`src/rtl/fp_pkg.sv`:
```
package fp_pkg;

    // System clock rate in hertz.
    localparam int CLK_HZ = 25_000_000;

    // Times as printed, in their own units.
    localparam int HOLD_DHCP_S   = 5;
    localparam int HOLD_FACT_S   = 10;
    localparam int TAP_WIN_S     = 3;
    localparam int LOCK_WIN_MS   = 100;
    localparam int DEBOUNCE_MS   = 10;
    localparam int BLINK_FAST_MS = 125;
    localparam int DARK_MS       = 1000;

    // Cycle counts derived from the times; every figure divides exactly.
    localparam int HOLD_DHCP_CYC = HOLD_DHCP_S * CLK_HZ;
    localparam int HOLD_FACT_CYC = HOLD_FACT_S * CLK_HZ;
    localparam int TAP_WIN_CYC   = TAP_WIN_S * CLK_HZ;
    localparam int LOCK_WIN_CYC  = (CLK_HZ / 1000) * LOCK_WIN_MS;
    localparam int DEBOUNCE_CYC  = (CLK_HZ / 1000) * DEBOUNCE_MS;
    localparam int BLINK_CYC     = (CLK_HZ / 1000) * BLINK_FAST_MS;
    localparam int DARK_CYC      = (CLK_HZ / 1000) * DARK_MS;

    // Counter width; holds the ten second hold count.
    localparam int CNT_W = 28;

    // Blink counts, as half phases of the fast blink, and the tap count at which the last tap completes a sequence.
    localparam logic [3:0] FLASH_LOCK  = 4'h8;
    localparam logic [3:0] FLASH_QUICK = 4'h6;
    localparam logic [3:0] FLASH_SEL   = 4'h2;
    localparam logic [1:0] TAPS_LAST   = 2'h2;

    // Port counts and button bit positions.
    localparam int NIN   = 4;
    localparam int NOUT  = 3;
    localparam int NGPIO = 6;
    localparam int NBTN  = 8;
    localparam int B_OUT0 = 4;
    localparam int B_AUD  = 7;

    // Register byte addresses.
    localparam int ADDR_W = 8;
    localparam logic [7:0] A_CTRL  = 8'h00;
    localparam logic [7:0] A_GDIR  = 8'h04;
    localparam logic [7:0] A_GOUT  = 8'h08;
    localparam logic [7:0] A_ROUTE = 8'h0c;
    localparam logic [7:0] A_STAT  = 8'h10;

    // Status register field positions.
    localparam int ST_OCC  = 8;
    localparam int ST_LOCK = 9;
    localparam int ST_SEQ  = 10;

    // Bus responses.
    localparam logic [1:0] RESP_OKAY   = 2'h0;
    localparam logic [1:0] RESP_SLVERR = 2'h2;

    // Hold and tap sequence states.
    typedef enum logic [1:0] {S_IDLE, S_HOLD, S_TAPS, S_DONE} seq_t;

    // Software settings, in control register bit order from bit 3 down.
    typedef struct packed {
        logic dhcp;
        logic occ_low;
        logic dark;
        logic three_out;
    } ctrl_t;

    // Video status from the switching core.
    typedef struct packed {
        logic [NIN-1:0]  in_valid;
        logic [NOUT-1:0] out_present;
        logic [NOUT-1:0] out_muted;
    } video_stat_t;

    // Ethernet status from the network port.
    typedef struct packed {
        logic link;
        logic activity;
        logic speed_100;
    } eth_stat_t;

    // Front panel lamps.
    typedef struct packed {
        logic [NIN-1:0]  in_led;
        logic [NOUT-1:0] out_led;
        logic            eth_amber;
        logic            eth_green;
    } leds_t;

    // Whole state of the panel controller.
    typedef struct packed {
        logic [NBTN-1:0]  s1, s2, db, dbp;
        logic [CNT_W-1:0] deb_cnt, fcnt, scnt, w1, w4;
        logic             fph, sph, fac, lock, flash_all, reboot;
        seq_t             seq;
        logic [1:0]       taps;
        logic [3:0]       flash_n, flash_mask;
        ctrl_t            ctrl;
        logic [NGPIO-1:0] gdir, gout, gs1, gs2;
        logic             os1, os2;
        logic [5:0]       vroute;
        logic [1:0]       aroute;
        leds_t            leds;
        logic             awrdy, wrdy, aw_have, w_have, bvalid;
        logic             arrdy, rvalid;
        logic [ADDR_W-1:0] awaddr;
        logic [31:0]      wdata, rdata;
        logic             wlane0;
        logic [1:0]       bresp, rresp;
    } state_t;

endpackage : fp_pkg

```
`src/rtl/front_panel_ctrl.sv`:
```
`timescale 1ns/1ps
module front_panel_ctrl #(
    parameter int HOLD_DHCP_CYC = fp_pkg::HOLD_DHCP_CYC,
    parameter int HOLD_FACT_CYC = fp_pkg::HOLD_FACT_CYC,
    parameter int TAP_WIN_CYC   = fp_pkg::TAP_WIN_CYC,
    parameter int LOCK_WIN_CYC  = fp_pkg::LOCK_WIN_CYC,
    parameter int DEBOUNCE_CYC  = fp_pkg::DEBOUNCE_CYC,
    parameter int BLINK_CYC     = fp_pkg::BLINK_CYC,
    parameter int DARK_CYC      = fp_pkg::DARK_CYC
) (
    input  wire logic                       aclk,
    input  wire logic                       aresetn,
    input  wire logic                       awvalid,
    output logic                            awready,
    input  wire logic [fp_pkg::ADDR_W-1:0]  awaddr,
    input  wire logic                       wvalid,
    output logic                            wready,
    input  wire logic [31:0]                wdata,
    input  wire logic [3:0]                 wstrb,
    output logic                            bvalid,
    input  wire logic                       bready,
    output logic [1:0]                      bresp,
    input  wire logic                       arvalid,
    output logic                            arready,
    input  wire logic [fp_pkg::ADDR_W-1:0]  araddr,
    output logic                            rvalid,
    input  wire logic                       rready,
    output logic [31:0]                     rdata,
    output logic [1:0]                      rresp,
    input  wire logic [fp_pkg::NIN-1:0]     input_select_buttons,
    input  wire logic [fp_pkg::NOUT-1:0]    output_select_buttons,
    input  wire logic                       audio_source_button,
    input  wire fp_pkg::video_stat_t        video_stat,
    input  wire fp_pkg::eth_stat_t          eth_stat,
    input  wire logic                       occupancy_sensor_input,
    input  wire logic [fp_pkg::NGPIO-1:0]   gpio_in,
    output logic [fp_pkg::NGPIO-1:0]        gpio_out,
    output logic [fp_pkg::NGPIO-1:0]        gpio_oe,
    output fp_pkg::leds_t                   leds,
    output logic [5:0]                      video_route,
    output logic [1:0]                      audio_route,
    output logic                            dhcp_enable,
    output logic                            factory_reboot
);

    ////////////////////////////////////////////////////////////////////////

    // Registered state and its next value.
    fp_pkg::state_t q_q, q_d;

    // Press edges and the two buttons that form the lock chord.
    logic [fp_pkg::NBTN-1:0] rise;
    logic b1, b4, r1, r4, combo, act, wr_fire, seq_blink, ph;

    // Saturating count up; a long hold never wraps into a short one.
    function automatic logic [fp_pkg::CNT_W-1:0] sat_inc(
        input logic [fp_pkg::CNT_W-1:0] v);
        return (&v) ? v : v + 1'b1;
    endfunction : sat_inc

    // Count down to zero and stay there.
    function automatic logic [fp_pkg::CNT_W-1:0] dec0(
        input logic [fp_pkg::CNT_W-1:0] v);
        return (v == '0) ? v : v - 1'b1;
    endfunction : dec0

    // Next input in fixed order, wrapping from the last to the first.
    function automatic logic [1:0] next_in(input logic [1:0] v);
        return v + 2'h1;
    endfunction : next_in

    ////////////////////////////////////////////////////////////////////////

    // The chord and the hold button depend on the variant.
    assign rise    = q_q.db & ~q_q.dbp;
    assign b1      = q_q.ctrl.three_out ? q_q.db[fp_pkg::B_OUT0] : q_q.db[0];
    assign b4      = q_q.ctrl.three_out ? q_q.db[fp_pkg::B_AUD]
                                        : q_q.db[fp_pkg::NIN-1];
    assign r1      = q_q.ctrl.three_out ? rise[fp_pkg::B_OUT0] : rise[0];
    assign r4      = q_q.ctrl.three_out ? rise[fp_pkg::B_AUD]
                                        : rise[fp_pkg::NIN-1];
    assign combo   = b1 & b4 & ((r4 & (r1 | (q_q.w1 != '0)))
                                | (r1 & (q_q.w4 != '0)));
    // Normal functions only when unlocked and no sequence is running.
    assign act     = ~q_q.lock & ~combo & (q_q.seq == fp_pkg::S_IDLE);
    assign wr_fire = q_q.aw_have & q_q.w_have & ~q_q.bvalid;
    assign seq_blink = (q_q.seq == fp_pkg::S_TAPS)
        | ((q_q.seq == fp_pkg::S_HOLD)
           && (q_q.scnt >= fp_pkg::CNT_W'(HOLD_DHCP_CYC)));
    assign ph = ((q_q.seq == fp_pkg::S_TAPS) ? q_q.fac
        : (q_q.scnt >= fp_pkg::CNT_W'(HOLD_FACT_CYC))) ? q_q.fph : q_q.sph;

    ////////////////////////////////////////////////////////////////////////

    // Next-state logic for the whole block.
    always_comb begin
        q_d = q_q;
        q_d.s1  = {audio_source_button, output_select_buttons,
                   input_select_buttons};
        q_d.s2  = q_q.s1;
        q_d.gs1 = gpio_in;
        q_d.gs2 = q_q.gs1;
        q_d.os1 = occupancy_sensor_input;
        q_d.os2 = q_q.os1;
        q_d.dbp = q_q.db;
        q_d.reboot = 1'b0;
        if (q_q.deb_cnt == fp_pkg::CNT_W'(DEBOUNCE_CYC - 1)) begin
            q_d.deb_cnt = '0;
            q_d.db      = q_q.s2;
        end else begin
            q_d.deb_cnt = q_q.deb_cnt + 1'b1;
        end
        // Fast blink ticks every half phase; the slow one is half its rate.
        if (q_q.fcnt == fp_pkg::CNT_W'(BLINK_CYC - 1)) begin
            q_d.fcnt = '0;
            q_d.fph  = ~q_q.fph;
            q_d.sph  = q_q.sph ^ q_q.fph;
            if (q_q.flash_n != 4'h0) begin
                q_d.flash_n = q_q.flash_n - 4'h1;
            end
        end else begin
            q_d.fcnt = q_q.fcnt + 1'b1;
        end

        // Write channel: address and data are taken in either order.
        if (awvalid && q_q.awrdy) begin
            q_d.aw_have = 1'b1;
            q_d.awaddr  = awaddr;
        end
        if (wvalid && q_q.wrdy) begin
            q_d.w_have = 1'b1;
            q_d.wdata  = wdata;
            q_d.wlane0 = wstrb[0];
        end
        if (q_q.bvalid && bready) begin
            q_d.bvalid = 1'b0;
        end
        if (wr_fire) begin
            q_d.aw_have = 1'b0;
            q_d.w_have  = 1'b0;
            q_d.bvalid  = 1'b1;
            q_d.bresp   = fp_pkg::RESP_OKAY;
            // Every field sits in byte lane 0; other lanes are ignored.
            unique case (q_q.awaddr)
                fp_pkg::A_CTRL: begin
                    if (q_q.wlane0) q_d.ctrl = q_q.wdata[3:0];
                end
                fp_pkg::A_GDIR: begin
                    if (q_q.wlane0) q_d.gdir = q_q.wdata[5:0];
                end
                fp_pkg::A_GOUT: begin
                    if (q_q.wlane0) q_d.gout = q_q.wdata[5:0];
                end
                fp_pkg::A_ROUTE: begin
                    if (q_q.wlane0) begin
                        q_d.vroute = q_q.wdata[5:0];
                        q_d.aroute = q_q.wdata[7:6];
                    end
                end
                // Status is read only; a write is accepted and dropped.
                fp_pkg::A_STAT: begin
                end
                default: q_d.bresp = fp_pkg::RESP_SLVERR;
            endcase
        end
        q_d.awrdy = ~q_d.aw_have & ~q_d.bvalid;
        q_d.wrdy  = ~q_d.w_have & ~q_d.bvalid;

        // Read channel: one cycle from address to data.
        if (q_q.rvalid && rready) begin
            q_d.rvalid = 1'b0;
        end
        if (arvalid && q_q.arrdy) begin
            q_d.rvalid = 1'b1;
            q_d.rdata  = '0;
            q_d.rresp  = fp_pkg::RESP_OKAY;
            unique case (araddr)
                fp_pkg::A_CTRL:  q_d.rdata[3:0] = q_q.ctrl;
                fp_pkg::A_GDIR:  q_d.rdata[5:0] = q_q.gdir;
                fp_pkg::A_GOUT:  q_d.rdata[5:0] = q_q.gout;
                fp_pkg::A_ROUTE: q_d.rdata[7:0] = {q_q.aroute, q_q.vroute};
                fp_pkg::A_STAT: begin
                    q_d.rdata[5:0] = q_q.gs2;
                    q_d.rdata[fp_pkg::ST_OCC]  = q_q.os2 ^ q_q.ctrl.occ_low;
                    q_d.rdata[fp_pkg::ST_LOCK] = q_q.lock;
                    q_d.rdata[fp_pkg::ST_SEQ+:2] = q_q.seq;
                end
                default: q_d.rresp = fp_pkg::RESP_SLVERR;
            endcase
        end
        q_d.arrdy = ~q_d.rvalid;

        // Lock chord windows restart on each press of the two buttons.
        q_d.w1 = r1 ? fp_pkg::CNT_W'(LOCK_WIN_CYC) : dec0(q_q.w1);
        q_d.w4 = r4 ? fp_pkg::CNT_W'(LOCK_WIN_CYC) : dec0(q_q.w4);
        if (combo) begin
            q_d.lock      = ~q_q.lock;
            q_d.flash_all = 1'b1;
            q_d.flash_n   = fp_pkg::FLASH_LOCK;
        end else if (q_q.lock && (rise != '0)) begin
            q_d.flash_all = 1'b1;
            q_d.flash_n   = fp_pkg::FLASH_QUICK;
        end else if (act && !q_q.ctrl.three_out) begin
            for (int i = 0; i < fp_pkg::NIN; i++) begin
                if (rise[i]) begin
                    q_d.vroute[1:0] = 2'(i);
                    q_d.flash_all   = 1'b0;
                    q_d.flash_mask  = 4'h1 << i;
                    q_d.flash_n     = fp_pkg::FLASH_SEL;
                end
            end
        end else if (act) begin
            for (int j = 0; j < fp_pkg::NOUT; j++) begin
                if (rise[fp_pkg::B_OUT0 + j]) begin
                    q_d.vroute[2*j+:2] = next_in(q_d.vroute[2*j+:2]);
                    q_d.flash_all      = 1'b0;
                    q_d.flash_mask     = 4'h1 << q_d.vroute[2*j+:2];
                    q_d.flash_n        = fp_pkg::FLASH_SEL;
                end
            end
            if (rise[fp_pkg::B_AUD]) begin
                q_d.aroute     = next_in(q_d.aroute);
                q_d.flash_all  = 1'b0;
                q_d.flash_mask = 4'h1 << q_d.aroute;
                q_d.flash_n    = fp_pkg::FLASH_SEL;
            end
        end

        // Hold and tap sequence on the fourth input button, or on the audio button in the three-output variant.
        unique case (q_q.seq)
            fp_pkg::S_IDLE: begin
                if (r4 && !q_q.lock && !combo) begin
                    q_d.seq  = fp_pkg::S_HOLD;
                    q_d.scnt = '0;
                end
            end
            fp_pkg::S_HOLD: begin
                q_d.taps = '0;
                if (b4) begin
                    q_d.scnt = sat_inc(q_q.scnt);
                end else if (q_q.scnt >= fp_pkg::CNT_W'(HOLD_DHCP_CYC)) begin
                    q_d.seq  = fp_pkg::S_TAPS;
                    q_d.fac  = q_q.scnt >= fp_pkg::CNT_W'(HOLD_FACT_CYC);
                    q_d.scnt = '0;
                end else begin
                    q_d.seq = fp_pkg::S_IDLE;
                end
            end
            fp_pkg::S_TAPS: begin
                q_d.scnt = sat_inc(q_q.scnt);
                if (q_q.scnt >= fp_pkg::CNT_W'(TAP_WIN_CYC)) begin
                    q_d.seq = fp_pkg::S_IDLE;
                end else if (r4 && q_q.taps == fp_pkg::TAPS_LAST) begin
                    q_d.seq  = fp_pkg::S_DONE;
                    q_d.scnt = '0;
                    if (q_q.fac) begin
                        q_d.ctrl   = '0;
                        q_d.ctrl.three_out = q_q.ctrl.three_out;
                        q_d.gdir   = '0;
                        q_d.gout   = '0;
                        q_d.vroute = '0;
                        q_d.aroute = '0;
                        q_d.lock   = 1'b0;
                        q_d.reboot = 1'b1;
                    end else begin
                        q_d.ctrl.dhcp = 1'b1;
                    end
                end else if (r4) begin
                    q_d.taps = q_q.taps + 2'h1;
                end
            end
            fp_pkg::S_DONE: begin
                q_d.scnt = sat_inc(q_q.scnt);
                if (q_q.scnt >= fp_pkg::CNT_W'(DARK_CYC)) begin
                    q_d.seq = fp_pkg::S_IDLE;
                end
            end
        endcase

        q_d.leds.in_led = video_stat.in_valid;
        for (int i = 0; i < fp_pkg::NIN; i++) begin
            if (q_q.flash_mask[i] && !q_q.flash_all && q_q.flash_n != 4'h0)
                q_d.leds.in_led[i] = q_q.flash_n[0];
        end
        q_d.leds.out_led = video_stat.out_present & ~video_stat.out_muted;
        q_d.leds.eth_amber = eth_stat.link & (~eth_stat.activity | q_q.sph);
        q_d.leds.eth_green = eth_stat.link & eth_stat.speed_100;
        if (seq_blink) begin
            q_d.leds = {$bits(fp_pkg::leds_t){ph}};
        end else if (q_q.flash_all && q_q.flash_n != 4'h0) begin
            q_d.leds = {$bits(fp_pkg::leds_t){q_q.flash_n[0]}};
        end
        // dark mode, and dark after a sequence
        if (q_q.ctrl.dark || q_q.seq == fp_pkg::S_DONE) begin
            q_d.leds = '0;
        end
    end

    // Synchronous reset to the all-zero state.
    always_ff @(posedge aclk) begin
        if (!aresetn) begin
            q_q <= '0;
        end else begin
            q_q <= q_d;
        end
    end

    ////////////////////////////////////////////////////////////////////////

    // Outputs come straight from state bits.
    assign awready        = q_q.awrdy;
    assign wready         = q_q.wrdy;
    assign bvalid         = q_q.bvalid;
    assign bresp          = q_q.bresp;
    assign arready        = q_q.arrdy;
    assign rvalid         = q_q.rvalid;
    assign rdata          = q_q.rdata;
    assign rresp          = q_q.rresp;
    assign gpio_out       = q_q.gout;
    assign gpio_oe        = q_q.gdir;
    assign leds           = q_q.leds;
    assign video_route    = q_q.vroute;
    assign audio_route    = q_q.aroute;
    assign dhcp_enable    = q_q.ctrl.dhcp;
    assign factory_reboot = q_q.reboot;
endmodule : front_panel_ctrl

```
`config.mk`:
```
export PLATFORM = sky130hd
export DESIGN_NAME = front_panel_ctrl
export DESIGN_NICKNAME = d
export VERILOG_FILES = /design/src/rtl/fp_pkg.sv /design/src/rtl/front_panel_ctrl.sv
export SDC_FILE = /design/constraint.sdc
export NUM_CORES = 1
export LEC_CHECK = 0
export BUFFER_PORTS_ARGS = -buffer_cell sky130_fd_sc_hd__buf_2
export CORE_ASPECT_RATIO = 0.7
export CORE_UTILIZATION = 38
export CTS_BUF_LIST = sky130_fd_sc_hd__clkbuf_8
export DETAILED_ROUTE_END_ITERATION = 6
export PLACE_DENSITY = 0.6
export SETUP_SLACK_MARGIN = 0.15
export SYNTH_ARGS = -nofsm -noshare
export SYNTH_HDL_FRONTEND = slang
export SYNTH_SLANG_ARGS = --single-unit
export TNS_END_PERCENT = 50
```
`constraint.sdc`:
```
create_clock -name aclk -period 4.8 [get_ports aclk]
set_clock_uncertainty 0.1 [all_clocks]
set_input_delay 0 -clock aclk [delete_from_list [all_inputs] [get_ports aclk]]
set_output_delay 0 -clock aclk [all_outputs]
set_load 0.1 [all_outputs]
```
Yosys cells after proc, flatten, opt, wreduce, memory -nomap -nowiden
Index checks and enable logic that the tools add are counted.
- ROM bits: 0
- bits in registers: 277
- bits in latches: 0
- output and inout port bits: 72
- word-level logic and storage cells: 301
- RAM bits: 0
- input port bits: 87
- memories kept: 0
- divide/modulo/power cells: 0
- bitwise logic cells: 36
- $add $sub $neg: 11
- shifts and indexed selects: 4
- equality and inequality tests: 27
- reduce and logical (&&, ||, !) cells: 56
- $mul: 0
- $lt $le $gt $ge: 4
- mux-type cells: 111
- operators by type and width (operator ; count):
    28-bit two-way mux ; 6
    8-bit two-way mux ; 20
    28-bit one-hot mux with 4 select lines ; 1
    22-bit two-way mux ; 4
    28-bit by 1-bit adder with 28-bit output, second input constant ; 3
    16-bit two-way mux ; 4
    28-bit by 27-bit greater-or-equal comparator with 1-bit output, second input constant ; 2
    28-bit logical NOT ; 2
    28-bit nonzero test ; 2
    28-bit by 1-bit subtractor with 28-bit output, second input constant ; 2
    2-bit two-way mux ; 22
    1-bit two-way mux ; 34
    8-bit by 4-bit == test with 1-bit output, second input constant ; 4
    4-bit two-way mux ; 8
    28-bit by 18-bit == test with 1-bit output, second input constant ; 1
    28-bit by 22-bit == test with 1-bit output, second input constant ; 1
    28-bit by 25-bit greater-or-equal comparator with 1-bit output, second input constant ; 1
    28-bit greater-or-equal comparator, second input constant ; 1
    28-bit AND reduction ; 1
    6-bit two-way mux ; 4
    1-bit logical AND ; 20
    4-bit one-hot mux with 5 select lines ; 1
    9-bit two-way mux ; 2
    8-bit by 3-bit == test with 1-bit output, second input constant ; 2
    42 further kinds ; 101

Depth between registers and ports, before layout
Gate-level depths: netlist (run 1).
- depth in word-level cells: 18
- depth in mapped cells: 13
- depth with buffers taken out: 12

Worst setup path after synthesis (run 1)
Ideal clock, no wire load.
- path kind: register -> register
- start point: reg q_q (netlist bit bvalid)
- end point: reg q_q[132] (netlist bit)
- required time: 4.581 ns
- setup slack: 1.566 ns
- clock period less this slack: 3.234 ns
- arrival: 3.015 ns
- library setup time: 0.119 ns
- stages on the path, launching flop included: 11
- path through: dfxtp_1 > nand3b_1 > nor4_4 > mux2_2 > inv_1 > ha_1 > a21o_1 > o221ai_1 > a21oi_1 > a211o_1 > o221a_2
- cells in the longest elaborated chain, start to end: 11
- elaborated cells on any way between the ends: 17
- RTL lines (what ; RTL line ; text):
    from (decl) ; front_panel_ctrl.sv:49 ; fp_pkg::state_t q_q, q_d;
    from (signal assigned) ; front_panel_ctrl.sv:304 ; q_q <= q_d;
    1-bit NOT * ; front_panel_ctrl.sv:86 ; assign wr_fire = q_q.aw_have & q_q.w_have & ~q_q.bvalid;
    1-bit bitwise AND * ; front_panel_ctrl.sv:86 ;
    8-bit two-way mux * ; front_panel_ctrl.sv:138 ; if (wr_fire) begin
    2-bit by 1-bit adder with 2-bit output ; front_panel_ctrl.sv:69 ; return v + 2'h1;
    1-bit by 2-bit << shifter with 4-bit output ; front_panel_ctrl.sv:217 ; q_d.flash_mask = 4'h1 << q_d.vroute[2*j+:2];
    8-bit two-way mux (3 in series) ; front_panel_ctrl.sv:214 ; if (rise[fp_pkg::B_OUT0 + j]) begin
    8-bit two-way mux * ; front_panel_ctrl.sv:221 ; if (rise[fp_pkg::B_AUD]) begin
    8-bit two-way mux * ; front_panel_ctrl.sv:212 ; end else if (act) begin
    8-bit two-way mux * ; front_panel_ctrl.sv:203 ; end else if (act && !q_q.ctrl.three_out) begin
Mark *: on every way between the ends. The rest lies on a longest branch, timed or not. The select of a mux whose other input is x is not followed.
A chain may end at the register's enable or synchronous reset.

Worst setup path after layout (run 1)
- start point: reg q_q[168] (netlist bit)
- end point: reg q_q[132] (netlist bit)
- cells in the longest elaborated chain, start to end: 10
- elaborated cells on any way between the ends: 13
- RTL lines (what ; RTL line ; text):
    28-bit nonzero test * ; front_panel_ctrl.sv:83 ; | (r1 & (q_q.w4 != '0)));
    1-bit bitwise AND * ; front_panel_ctrl.sv:83 ;
    1-bit bitwise OR * ; front_panel_ctrl.sv:83 ;
    1-bit bitwise AND * ; front_panel_ctrl.sv:82 ; assign combo = b1 & b4 & ((r4 & (r1 | (q_q.w1 != '0)))
    1-bit NOT (no line) * ; -- ;
    1-bit bitwise AND (2 in series) ; front_panel_ctrl.sv:85 ; assign act = ~q_q.lock & ~combo & (q_q.seq == fp_pkg::S_IDLE);
    1-bit logical AND ; front_panel_ctrl.sv:203 ;
    5-bit inequality test (no line) (tied with other cells) ; -- ;
    5-bit AND reduction (no line) ; -- ;
Mark *: on every way between the ends. The rest lies on a longest branch, timed or not.

==> summary.md, run 1 <==
| Metric | Value |
|---|---|
| Synth top area cells | `dfxtp_1, nor2_1, a21oi_1` |
| Final hold vios | `0` |
| Worst Path Max Fanout | `6` |
| Unrepaired setup endpoints after global routing | `false` |
| CTS Sinks | `275` |
| P_leak | `6.12 nW` |
| Clock power share | `30.6%` |
| Worst Setup Path Type | `reg2reg` |
| Worst-margin pin slew | `about 1200 ps` |
| Slew Viols, Final | `0` |
| Min cycle time layout | `3540 ps` |
| Most used DFF post-synth | `dfxtp_1` |
| ANT cells | `0` |
| Total die area | `35900 um2` |
| Clk_lat worst skew | `between 500 and 600 ps` |
| Most frequent cell after synthesis | `dfxtp_1` |
| Outcome | `finished, final reports clean` |
| Sw Pwr | `between 2 and 2.5 mW` |
| Setup bufs post-CTS | `0` |
| Max Freq | `0.282 GHz` |
| Power Dens Cells | `approximately 420 nW/um2` |
| CTS clk-pin slew, worst paths | `60 ps` |
| Combinational cell fraction of total power | `between 20 and 30%` |
| Filler-free cell count of the finished design | `2206` |
| CTS tree | `done` |
| Max_slew headroom | `between 20% and 30%` |
| Fraction of registers with async set or reset after synthesis | `0%` |
| Area share of the largest cell type after synthesis | `41.2%` |
| Synth area leader | `dfxtp_1` |
| Share of cells above drive strength 1 | `12.7%` |
| Dpl cells | `2032` |
| Initial antenna violation count | `0` |
| Maximum vdd drop | `around 320 uV` |
| Final wirelength | `roughly 33000 um` |
| Clock buffer depth | `3` |
| Pre-antenna DRT Iters | `6` |
| Final setup vio count | `0` |
| Top Ports | `around 160` |
| Root Buffer | `clkbuf_8` |
| Global route total overflow | `0` |
| # nets final | `1822` |
| Core area | `34700 um2` |
| Die width | `226 um` |
| CP Capture Type | `register` |
| # DRC | `0` |
| H-Tree Level Count | `2` |
| Final setup TNS | `0 ps` |
| Final core occ | `45.4%` |
| CTS buffer count | `45` |
| Layout area overhead | `17.8%` |
| Switching share of power | `a little over a third` |
| Worst Path Arrival | `3930 ps` |
| Final period util | `73.8%` |
| Die height | `159 um` |
| Post-route ant nets | `0` |
| DR iter-0 viols | `768` |
| Worst min path class | `in2reg` |
| Ys Warns | `0` |
| Resized Gates After CTS | `0` |
| Placed inst area | `13800 um2` |
| WL/cell | `15.2 um` |
| Most instantiated cells after synthesis | `dfxtp_1, nor2_1, nand2_1` |
| CP required | `around 5200 ps` |
| Met2 usage in global routing | `between 20% and 30%` |
| IO Port Bufs | `109` |
| Seq cells post-synth | `approximately 280` |
| Sequential area share after synthesis | `between 40 and 50%` |
| Grt peak-use layer | `met2` |
| Max Cap Viol | `0` |
| Cell Int Power | `~4.3 mW` |
| Largest net degree at the start of global routing | `71` |
| Fin area | `15700 um2` |
| Vias in the first global route | `10800` |
| Gr usage total | `18.6%` |
| Via count | `between 10000 and 15000` |
| Cell Area, Synth | `13400 um2` |
| Count of unique library cells instantiated by Yosys | `77` |
| EDFF count, synth | `0` |
| Routability congestion estimate | `0.850` |
| Seq pwr share | `41.8%` |
| Synth Instances | `1568` |
| Startpoint types | `register` |
| Met1 Use GR | `26.5%` |
| Mapped Avg Cell Area | `between 8 and 9 um2` |
| First-pass GRT wire length | `54700 um` |
| Detail Placement HPWL | `22400 um` |
| # rows | `57` |
| Initial Util | `38.5%` |
| Final Power | `approximately 6.6 mW` |
| Vias per cell | `5.21` |
| M3 GR Usage | `3.48%` |
-- worst max-delay path, stage by stage (launching register included) --
cell	delay, ps
dfxtp_1	350
nor4_1	740
nand2_1	320
o41ai_1	460
a211o_1	250
ha_1	180
and2_1	210
o21ai_0	290
a211o_1	310
o221a_2	240
-- cell type report --
type                            instances  area (um2)
Tap cell                              472         591
Multi-Input combinational cell       1123        6970
Clock inverter                         17         101
Inverter                               44         165
Sequential cell                       275        5510
Clock buffer                           56         771
Timing Repair Buffer                  219        1620
Fill cell                            3395       18900
-- cells in the final DEF (no fill, tap or decap), types with 8 or more instances in the layout --
master / Yosys / layout
dfxtp_1: 275 / 275
nor2_1: 166 / 166
nand2_1: 113 / 113
a21oi_1: 109 / 109
buf_2: 5 / 109
dlygate4sd3_1: 0 / 101
nand3_1: 71 / 71
o21ai_0: 57 / 57
clkbuf_8: 0 / 56
xnor2_1: 54 / 54
and2_1: 54 / 54
inv_1: 44 / 49
nor3_1: 43 / 43
mux2i_1: 42 / 42
xor2_1: 40 / 40
nand4_1: 33 / 33
nor4_1: 33 / 32
or3_1: 28 / 28
ha_1: 27 / 27
and3_1: 26 / 26
conb_1: 1 / 22
a31oi_1: 17 / 17
nand2b_1: 15 / 15
a211oi_1: 14 / 14
and4_1: 12 / 12
or4_1: 10 / 10
nor2b_1: 10 / 10
buf_4: 66 / 9
a211o_1: 8 / 8
-- sequential cells by signal, summed over array words and instances (netlist names) --
register and count:
rvalid 1, gpio_oe 6, video_route 6, q_d 23, dhcp_enable 1, wready 1
audio_route 2, bresp 1, bvalid 1, arready 1, rdata 12, factory_reboot 1
awready 1, gpio_out 6, rresp 1, q_q 202, leds 9
-- logic make-up after synthesis --
kind of cell	Yosys count	share of synthesized area, %
other cells	1	0.0281
xor+xnor	94	6.16
mux	48	3.65
simple gates	657	25.9
compound gates	275	13.3
flops	275	41.2
fa+ha+maj	27	2.53
buf+inv	191	7.27
-- metrics by stage --
step | setup WS (ps) | hold WS [ps]
2_1_floorplan | 1570 | 27.3
5_1_grt | 866 | 37.0
3_3_place_gp | 1400 | 110
4_1_cts | 1280 | 1.69
6_report | 1260 | 43.5
3_5_place_dp | 1270 | 110
-- metal layers --
metal	part of all wire [%]	vias up
li1	-	5734
met1	49	5390
met2	43	322
met3	5.9	53
met4	1.8	0
met5	0	-
-- power by group through the flow --
stage | registers, mW | logic (mW) | clock network [mW]
after floorplan | 2.74 | 1.45 | 0
after global placement | 2.77 | 1.71 | 0
after detailed placement | 2.78 | 1.74 | 0
after CTS | 2.74 | 1.80 | 2.07
after global routing | 2.78 | 2.03 | 2.19
final | 2.74 | 1.81 | 2.01
-- path summary, 6_finish.rpt --
| path | from | to | slack [ps] | cells past startpoint |
|---|---|---|---|---|
| max reg2reg | q_q[168] | q_q[132] | 1260 | 9 |
| max | q_q[168] | q_q[132] | 1260 | 9 |
| min reg2reg | q_d[306] | q_q[306] | 330 | 1 |
| min | araddr[7] | rdata[8] | 40 | 5 |
-- timing repair --
| action | CTS | global route |
|---|---|---|
| hold buffers | 101 | 0 |
| endpoints found under the setup margin | 0 | 0 |
| hold endpoints to repair | 77 | 0 |
Power figures use the tool's default switching activity.
==> run 2, diff against run 1 <==
Settings changed: ABC_AREA from default to 1, PLACE_DENSITY 0.6 to 0.62.
Clock period 4.8 ns to 2.91 ns, I/O delays scaled along.
==> summary.md, run 2 <==
| Metric | Value |
|---|---|
| Max reg flops | `202 (unchanged)` |
| Crit path max-delay cell type | `dfxtp_1 (was nor4_1)` |
| Max Cap Viol | `0 (unchanged)` |
| Placed inst area | `15800 um2 (was 13800 um2)` |
| Area share of the largest cell type after synthesis | `36.4% (was 41.2%)` |
| Fraction of registers with async set or reset after synthesis | `0% (unchanged)` |
| Most frequent cells in the layout | `nand2_1, nor2_1, inv_1 (was dfxtp_1, nor2_1, nand2_1)` |
| ANT cells | `0 (unchanged)` |
| Worst Path Arrival | `3020 ps (was 3930 ps)` |
| H-Tree Level Count | `2 (unchanged)` |
| Count of unique library cells instantiated by Yosys | `55 (was 77)` |
| CP bufs+invs | `1 (was 0)` |
| Maximum vdd drop | `485 uV (was 323 uV)` |
| Power Dens Cells | `733 nW/um2 (was 417 nW/um2)` |
| P_leak | `8.29 nW (was 6.12 nW)` |
| Initial Util | `39.0% (was 38.5%)` |
| Mapped Avg Cell Area | `6.66 um2 (was 8.52 um2)` |
| Top Ports | `159 (unchanged)` |
| Max_slew headroom | `50.9% (was 21.7%)` |
| Via count | `14700 (was 11500)` |
| CP cell instances | `nor2_1 -> nand2_1 -> nor2_4 -> nand2_2 -> nor2_4 -> nand2_1 -> nand2_2 -> inv_1 -> nand2_2 -> ha_2 -> nand2_4 -> nor2_4 -> nand2_1 -> o211ai_1 -> nand2_1 -> o21bai_1 -> a21oi_1 -> nor2_1 (was nor4_1 -> nand2_1 -> o41ai_1 -> a211o_1 -> ha_1 -> and2_1 -> o21ai_0 -> a211o_1 -> o221a_2)` |
| # fillers | `3965 (was 3395)` |
| Hold_sp | `output_select_buttons[0] (was araddr[7])` |
| Max Freq | `0.378 GHz (was 0.282 GHz)` |
| DR iter-0 viols | `1113 (was 768)` |
| Cell depth of the worst flop-to-flop path | `18 (was 9)` |
| CTS clk-pin slew, worst paths | `70 ps (was 60 ps)` |
| Layout area overhead | `18.0% (was 17.8%)` |
| Initial antenna violation count | `0 (unchanged)` |
| Slew Viols, Final | `0 (unchanged)` |
| Vias per cell | `4.87 (was 5.21)` |
| Final hold vios | `0 (unchanged)` |
| Share of cells above drive strength 1 | `14.0% (was 12.7%)` |
| IO Port Bufs | `109 (unchanged)` |
| Worst-margin pin slew | `735 ps (was 1160 ps)` |
| WHS Endpoint | `q_d[309] (was rdata[8])` |
| CTS buffer count | `44 (was 45)` |
| Most instantiated cells after synthesis | `nand2_1, nor2_1, inv_1 (was dfxtp_1, nor2_1, nand2_1)` |
| # rows | `60 (was 57)` |
| Outcome | `finished, final reports clean (unchanged)` |
| Post-route ant nets | `0 (unchanged)` |
| Biggest register | `q_q (unchanged)` |
| Fin area | `17900 um2 (was 15700 um2)` |
| CTS tree | `done (unchanged)` |
| Seq cells post-synth | `275 (unchanged)` |
| Total die area | `40600 um2 (was 35900 um2)` |
| Sequential area share after synthesis | `36.4% (was 41.2%)` |
| Leading cell type in the layout, fill and taps excluded | `nand2_1 (was dfxtp_1)` |
| Worst Setup Path Type | `reg2reg (unchanged)` |
| Core area | `38800 um2 (was 34700 um2)` |
| Reg-to-reg slack, setup | `270 ps (was 1260 ps)` |
| Synth area leader | `dfxtp_1 (unchanged)` |
| Unrepaired setup endpoints after global routing | `true (was false)` |
| CP Capture Type | `register (unchanged)` |
| Global route total overflow | `0 (unchanged)` |
| Die height | `169 um (was 159 um)` |
| Startpoint types | `register (unchanged)` |
| Routability congestion estimate | `0.927 (was 0.850)` |
| Vias in the first global route | `13500 (was 10800)` |
| Die width | `241 um (was 226 um)` |
| FF-to-FF Start | `q_q[199] (was q_q[168])` |
| CTS Sinks | `275 (unchanged)` |
| Most frequent cell after synthesis | `nand2_1 (was dfxtp_1)` |
| Min cycle time layout | `2640 ps (was 3540 ps)` |
| EDFF count, synth | `0 (unchanged)` |
| CP dominant cell by count | `nand2_1 (was a211o_1)` |
| Final period util | `90.9% (was 73.8%)` |
| Most used DFF post-synth | `dfxtp_1 (unchanged)` |
| Terminus of the critical flop-to-flop path | `q_q[136] (was q_q[132])` |
| Synth Instances | `2273 (was 1568)` |
| Root Buffer | `clkbuf_8 (unchanged)` |
| First-pass GRT wire length | `67100 um (was 54700 um)` |
| CP required | `3290 ps (was 5190 ps)` |
| Gr usage total | `20.2% (was 18.6%)` |
| # DRC | `0 (unchanged)` |
| Pre-antenna DRT Iters | `5 (was 6)` |
| Clock buffer depth | `3 (unchanged)` |
| Worst path max stage delay | `330 ps (was 740 ps)` |
| Cell Area, Synth | `15100 um2 (was 13400 um2)` |
| Final setup TNS | `0 ps (unchanged)` |
| Final setup vio count | `0 (unchanged)` |
| # nets final | `2566 (was 1822)` |
| Synth top area cells | `dfxtp_1, nand2_1, nor2_1 (was dfxtp_1, nor2_1, a21oi_1)` |
| Worst min path class | `in2reg (unchanged)` |
| Worst Path Max Fanout | `6 (unchanged)` |
| Ys Warns | `0 (unchanged)` |
| WL/cell | `13.8 um (was 15.2 um)` |
| Detail Placement HPWL | `29700 um (was 22400 um)` |
| Hold path cells | `4 (was 5)` |
| Critical path's top delay family | `simple AND/OR/NAND/NOR gates (was compound AO/OA/AOI/OAI gates)` |
| Final wirelength | `41500 um (was 33400 um)` |
| Largest net degree at the start of global routing | `51 (was 71)` |
| Clk_lat worst skew | `590 ps (about the same)` |
run 2: changes by cell type after synthesis, moves of 20 or more:
cell,before,now
and2_1,54,1
and3_1,26,3
clkbuf_1,67,21
inv_1,44,294
mux2i_1,42,0
nand2_1,113,511
nand3_1,71,143
nor2_1,166,351
nor2_2,1,21
nor3_1,43,66
nor4_1,33,11
o21ai_0,57,100
or3_1,28,0
xnor2_1,54,18
run 2: timing repair:
action / 4_1_cts / 5_1_grt
buffers inserted: 0 / 8
hold buffers: 92 / 0
resized for setup: 3 / 35
setup endpoints to repair: 3 / 17
pin swaps: 0 / 10
hold endpoints to repair: 116 / 0
run 2: routing by layer:
layer	track usage [%]	up-vias	share of wire, %
li1	-	7496	-
met1	30.0	6733	50
met2	30.0	370	42
met3	3.28	76	5.9
met4	5.01	0	1.7
met5	0	-	0
run 2: tightest hold or removal path: stages:
cell	delay, ps
dlygate4sd3_1	520
buf_2	90
nand2_1	40
inv_1	40
run 2: cell families after synthesis:
family	count (synthesis)	share of synthesized area [%]
DFF	275	36.4
AOI/OAI and AO/OA	262	9.38
other	1	0.0248
buffers and inverters	424	12.8
xor gates and xnor gates	48	2.78
adders and majority gates	27	2.23
and+or+nand+nor	1236	36.4
run 2: worst max path at each step:
stage	endpoint	slack, ps	cells after the start	from
global placement	q_q[136]	180	19	q_q[177]
finish	q_q[136]	270	18	q_q[199]
CTS	q_q[136]	120	17	q_q[149]
detailed placement	q_q[136]	100	17	q_q[149]
floorplan	q_q[136]	310	18	q_q[149]
global route	q_q[136]	60	18	q_q[199]
run 2: stage by stage:
step	util (%)	power (mW)	instances	worst slack, ps	hold slack, ps
floorplan	-	8.13	2294	310	-2.37
global placement	40.6	8.99	2833	176	82.1
detailed placement	40.6	9.03	2833	99.5	84.5
CTS	45.6	12.9	3005	122	0.472
global route	46.0	14.0	3013	55.4	32.1
finish	46.0	13.1	3013	266	46.3
run 2: layout make-up:
class | count | area [um2] | share of cell area, %
inverter | 315 | 1190 | 6.65
clock buffer | 62 | 853 | 4.78
timing repair buffer | 221 | 1620 | 9.07
sequential | 275 | 5510 | 30.9
clock inverter | 18 | 141 | 0.792
tap | 527 | 659 | 3.69
multi-input combinational | 1595 | 7890 | 44.2
run 2: power by group:
group | total (mW) | internal [mW] | switching, mW
combinational | 4.78 | 1.68 | 3.10
clock | 3.73 | 2.08 | 1.65
sequential | 4.58 | 4.18 | 0.391
total | 13.1 | 7.94 | 5.14
==> run 3, diff against run 2 <==
Settings changed: CORE_UTILIZATION 38 to 40, PLACE_DENSITY 0.62 to 0.64.
==> summary.md, run 3 (synthesized netlist as in run 2, its figures left out) <==
| Metric | Value |
|---|---|
| Largest net degree at the start of global routing | `42 (was 51)` |
| Final setup TNS | `0 ps (unchanged)` |
| CTS Sinks | `275 (unchanged)` |
| Pre-CTS WS | `147 ps (was 99.5 ps)` |
| Vias per cell | `4.95 (was 4.87)` |
| Pre-antenna DRT Iters | `6 (was 5)` |
| Worst Path Arrival | `3010 ps (was 3020 ps)` |
| CTS buffer count | `44 (unchanged)` |
| DR iter-0 viols | `1389 (was 1113)` |
| Vias in the first global route | `13500 (about the same)` |
| Max reg flops | `202 (unchanged)` |
| Initial antenna violation count | `1 (was 0)` |
| Worst Setup Path Type | `reg2reg (unchanged)` |
| # rows | `59 (was 60)` |
| Root Buffer | `clkbuf_8 (unchanged)` |
| Total die area | `38600 um2 (was 40600 um2)` |
| Biggest register | `q_q (unchanged)` |
| Gr usage total | `21.4% (was 20.2%)` |
| CP required | `3290 ps (about the same)` |
| Worst-margin pin slew | `732 ps (was 735 ps)` |
| Leading cell type in the layout, fill and taps excluded | `nand2_1 (unchanged)` |
| Filler-free cell count of the finished design | `2988 (was 3013)` |
| CP Capture Type | `register (unchanged)` |
| Max Freq | `0.380 GHz (was 0.378 GHz)` |
| Die height | `165 um (was 169 um)` |
| Final hold vios | `0 (unchanged)` |
| Slew Viols, Final | `0 (unchanged)` |
| Layout area overhead | `18.1% (was 18.0%)` |
| Unrepaired setup endpoints after global routing | `true (unchanged)` |
| Max_slew headroom | `51.1% (was 50.9%)` |
| Power Dens Cells | `724 nW/um2 (was 733 nW/um2)` |
| Post-route ant nets | `0 (unchanged)` |
| Detail Placement HPWL | `29700 um (about the same)` |
| P_leak | `8.34 nW (was 8.29 nW)` |
| # DRC | `0 (unchanged)` |
| Via count | `14800 (was 14700)` |
| IO Port Bufs | `109 (unchanged)` |
| Worst min path class | `in2reg (unchanged)` |
| Die width | `235 um (was 241 um)` |
| Final setup vio count | `0 (unchanged)` |
| Routability congestion estimate | `0.956 (was 0.927)` |
| Startpoint types | `register (unchanged)` |
| Global route total overflow | `0 (unchanged)` |
| Share of cells above drive strength 1 | `13.9% (was 14.0%)` |
| CTS clk-pin slew, worst paths | `70 ps (about the same)` |
| Clock buffer depth | `3 (unchanged)` |
| Cell depth of the worst flop-to-flop path | `17 (was 18)` |
| Post-route setup slack | `276 ps (was 266 ps)` |
| WL/cell | `14.1 um (was 13.8 um)` |
| Final period util | `90.5% (was 90.9%)` |
| Dpl cells | `2804 (was 2833)` |
| Hold path cells | `4 (unchanged)` |
| # nets final | `2583 (was 2566)` |
| Initial Util | `40.7% (was 39.0%)` |
| Clk_lat worst skew | `610 ps (was 590 ps)` |
| Worst Path Max Fanout | `4 (was 6)` |
| Most frequent cells in the layout | `nand2_1, nor2_1, inv_1 (unchanged)` |
| Top Ports | `159 (unchanged)` |
| Maximum vdd drop | `434 uV (was 485 uV)` |
| Final wirelength | `42200 um (was 41500 um)` |
| First-pass GRT wire length | `67200 um (was 67100 um)` |
| Outcome | `finished, final reports clean (unchanged)` |
| H-Tree Level Count | `2 (unchanged)` |
| Max Cap Viol | `0 (unchanged)` |
| Min cycle time layout | `2630 ps (was 2640 ps)` |
| CTS tree | `done (unchanged)` |
| Core area | `37200 um2 (was 38800 um2)` |
-- run 3: cell count changes in the layout (fill, tap and decap cells not counted), sizes merged --
cell	before	now
diode	0	1
buf	129	138
clkbuf	62	55
inv	320	323
dlygate4sd3	92	100
-- run 3: final cells by class --
class	count	area [um2]
diodes	1	2.50
clock buffers	55	757
clock inverters	21	146
fillers	3748	19300
inverters	315	1190
multi-input cells	1595	7890
flip-flops and latches	275	5510
well taps	488	611
repair buffers	238	1770
-- run 3: per-layer routing --
layer	part of all wire (%)	GRT usage [%]
met5	0	0
met4	2.0	5.75
met3	7.9	4.70
met2	40	30.0
met1	50	32.2
-- run 3: through the flow --
| step | area (um2) | power (mW) | hold slack, ps | util, % |
|---|---|---|---|---|
| finish | 17900 | 12.9 | 33.1 | 48.0 |
| global route | 17900 | 13.9 | 35.0 | 48.0 |
| CTS | 17700 | 12.7 | 1.37 | 47.6 |
| detailed placement | 15800 | 9.05 | 87.1 | 42.5 |
| global placement | 15800 | 9.02 | 82.3 | 42.5 |
| floorplan | 15200 | 8.13 | -2.37 | - |
-- run 3: final timing paths --
kind,endpoint,slack [ps],startpoint
setup / recovery,q_q[136],280,q_q[149]
hold / removal,q_d[108],30,gpio_in[5]
setup reg to reg,q_q[136],280,q_q[149]
hold reg to reg,q_q[312],300,q_d[312]
-- run 3: critical path, stage by stage, from the launching register on --
cell,delay [ps]
dfxtp_2,350
inv_4,80
ha_4,130
inv_1,40
nor3_2,120
nand3_2,130
nor2_4,230
o21ai_2,80
nand2_2,70
ha_2,170
nand2_2,80
nor2_4,160
nand2_2,70
o211ai_1,190
nand2_1,170
o21bai_1,190
a21oi_1,110
nor2_1,40
-- run 3: report_power, final --
part,internal [mW],switching [mW],leakage (nW)
Clock,1.88,1.62,0.506
Sequential,4.19,0.412,2.24
Combinational,1.75,3.10,5.59
Total,7.81,5.13,8.34
-- run 3: what timing repair did --
action	in CTS	in global routing
setup buffers	1	6
gates resized for setup	0	40
endpoints found under the hold margin	125	0
hold buffers	100	0
endpoints found under the setup margin	1	16
pin swaps	2	13
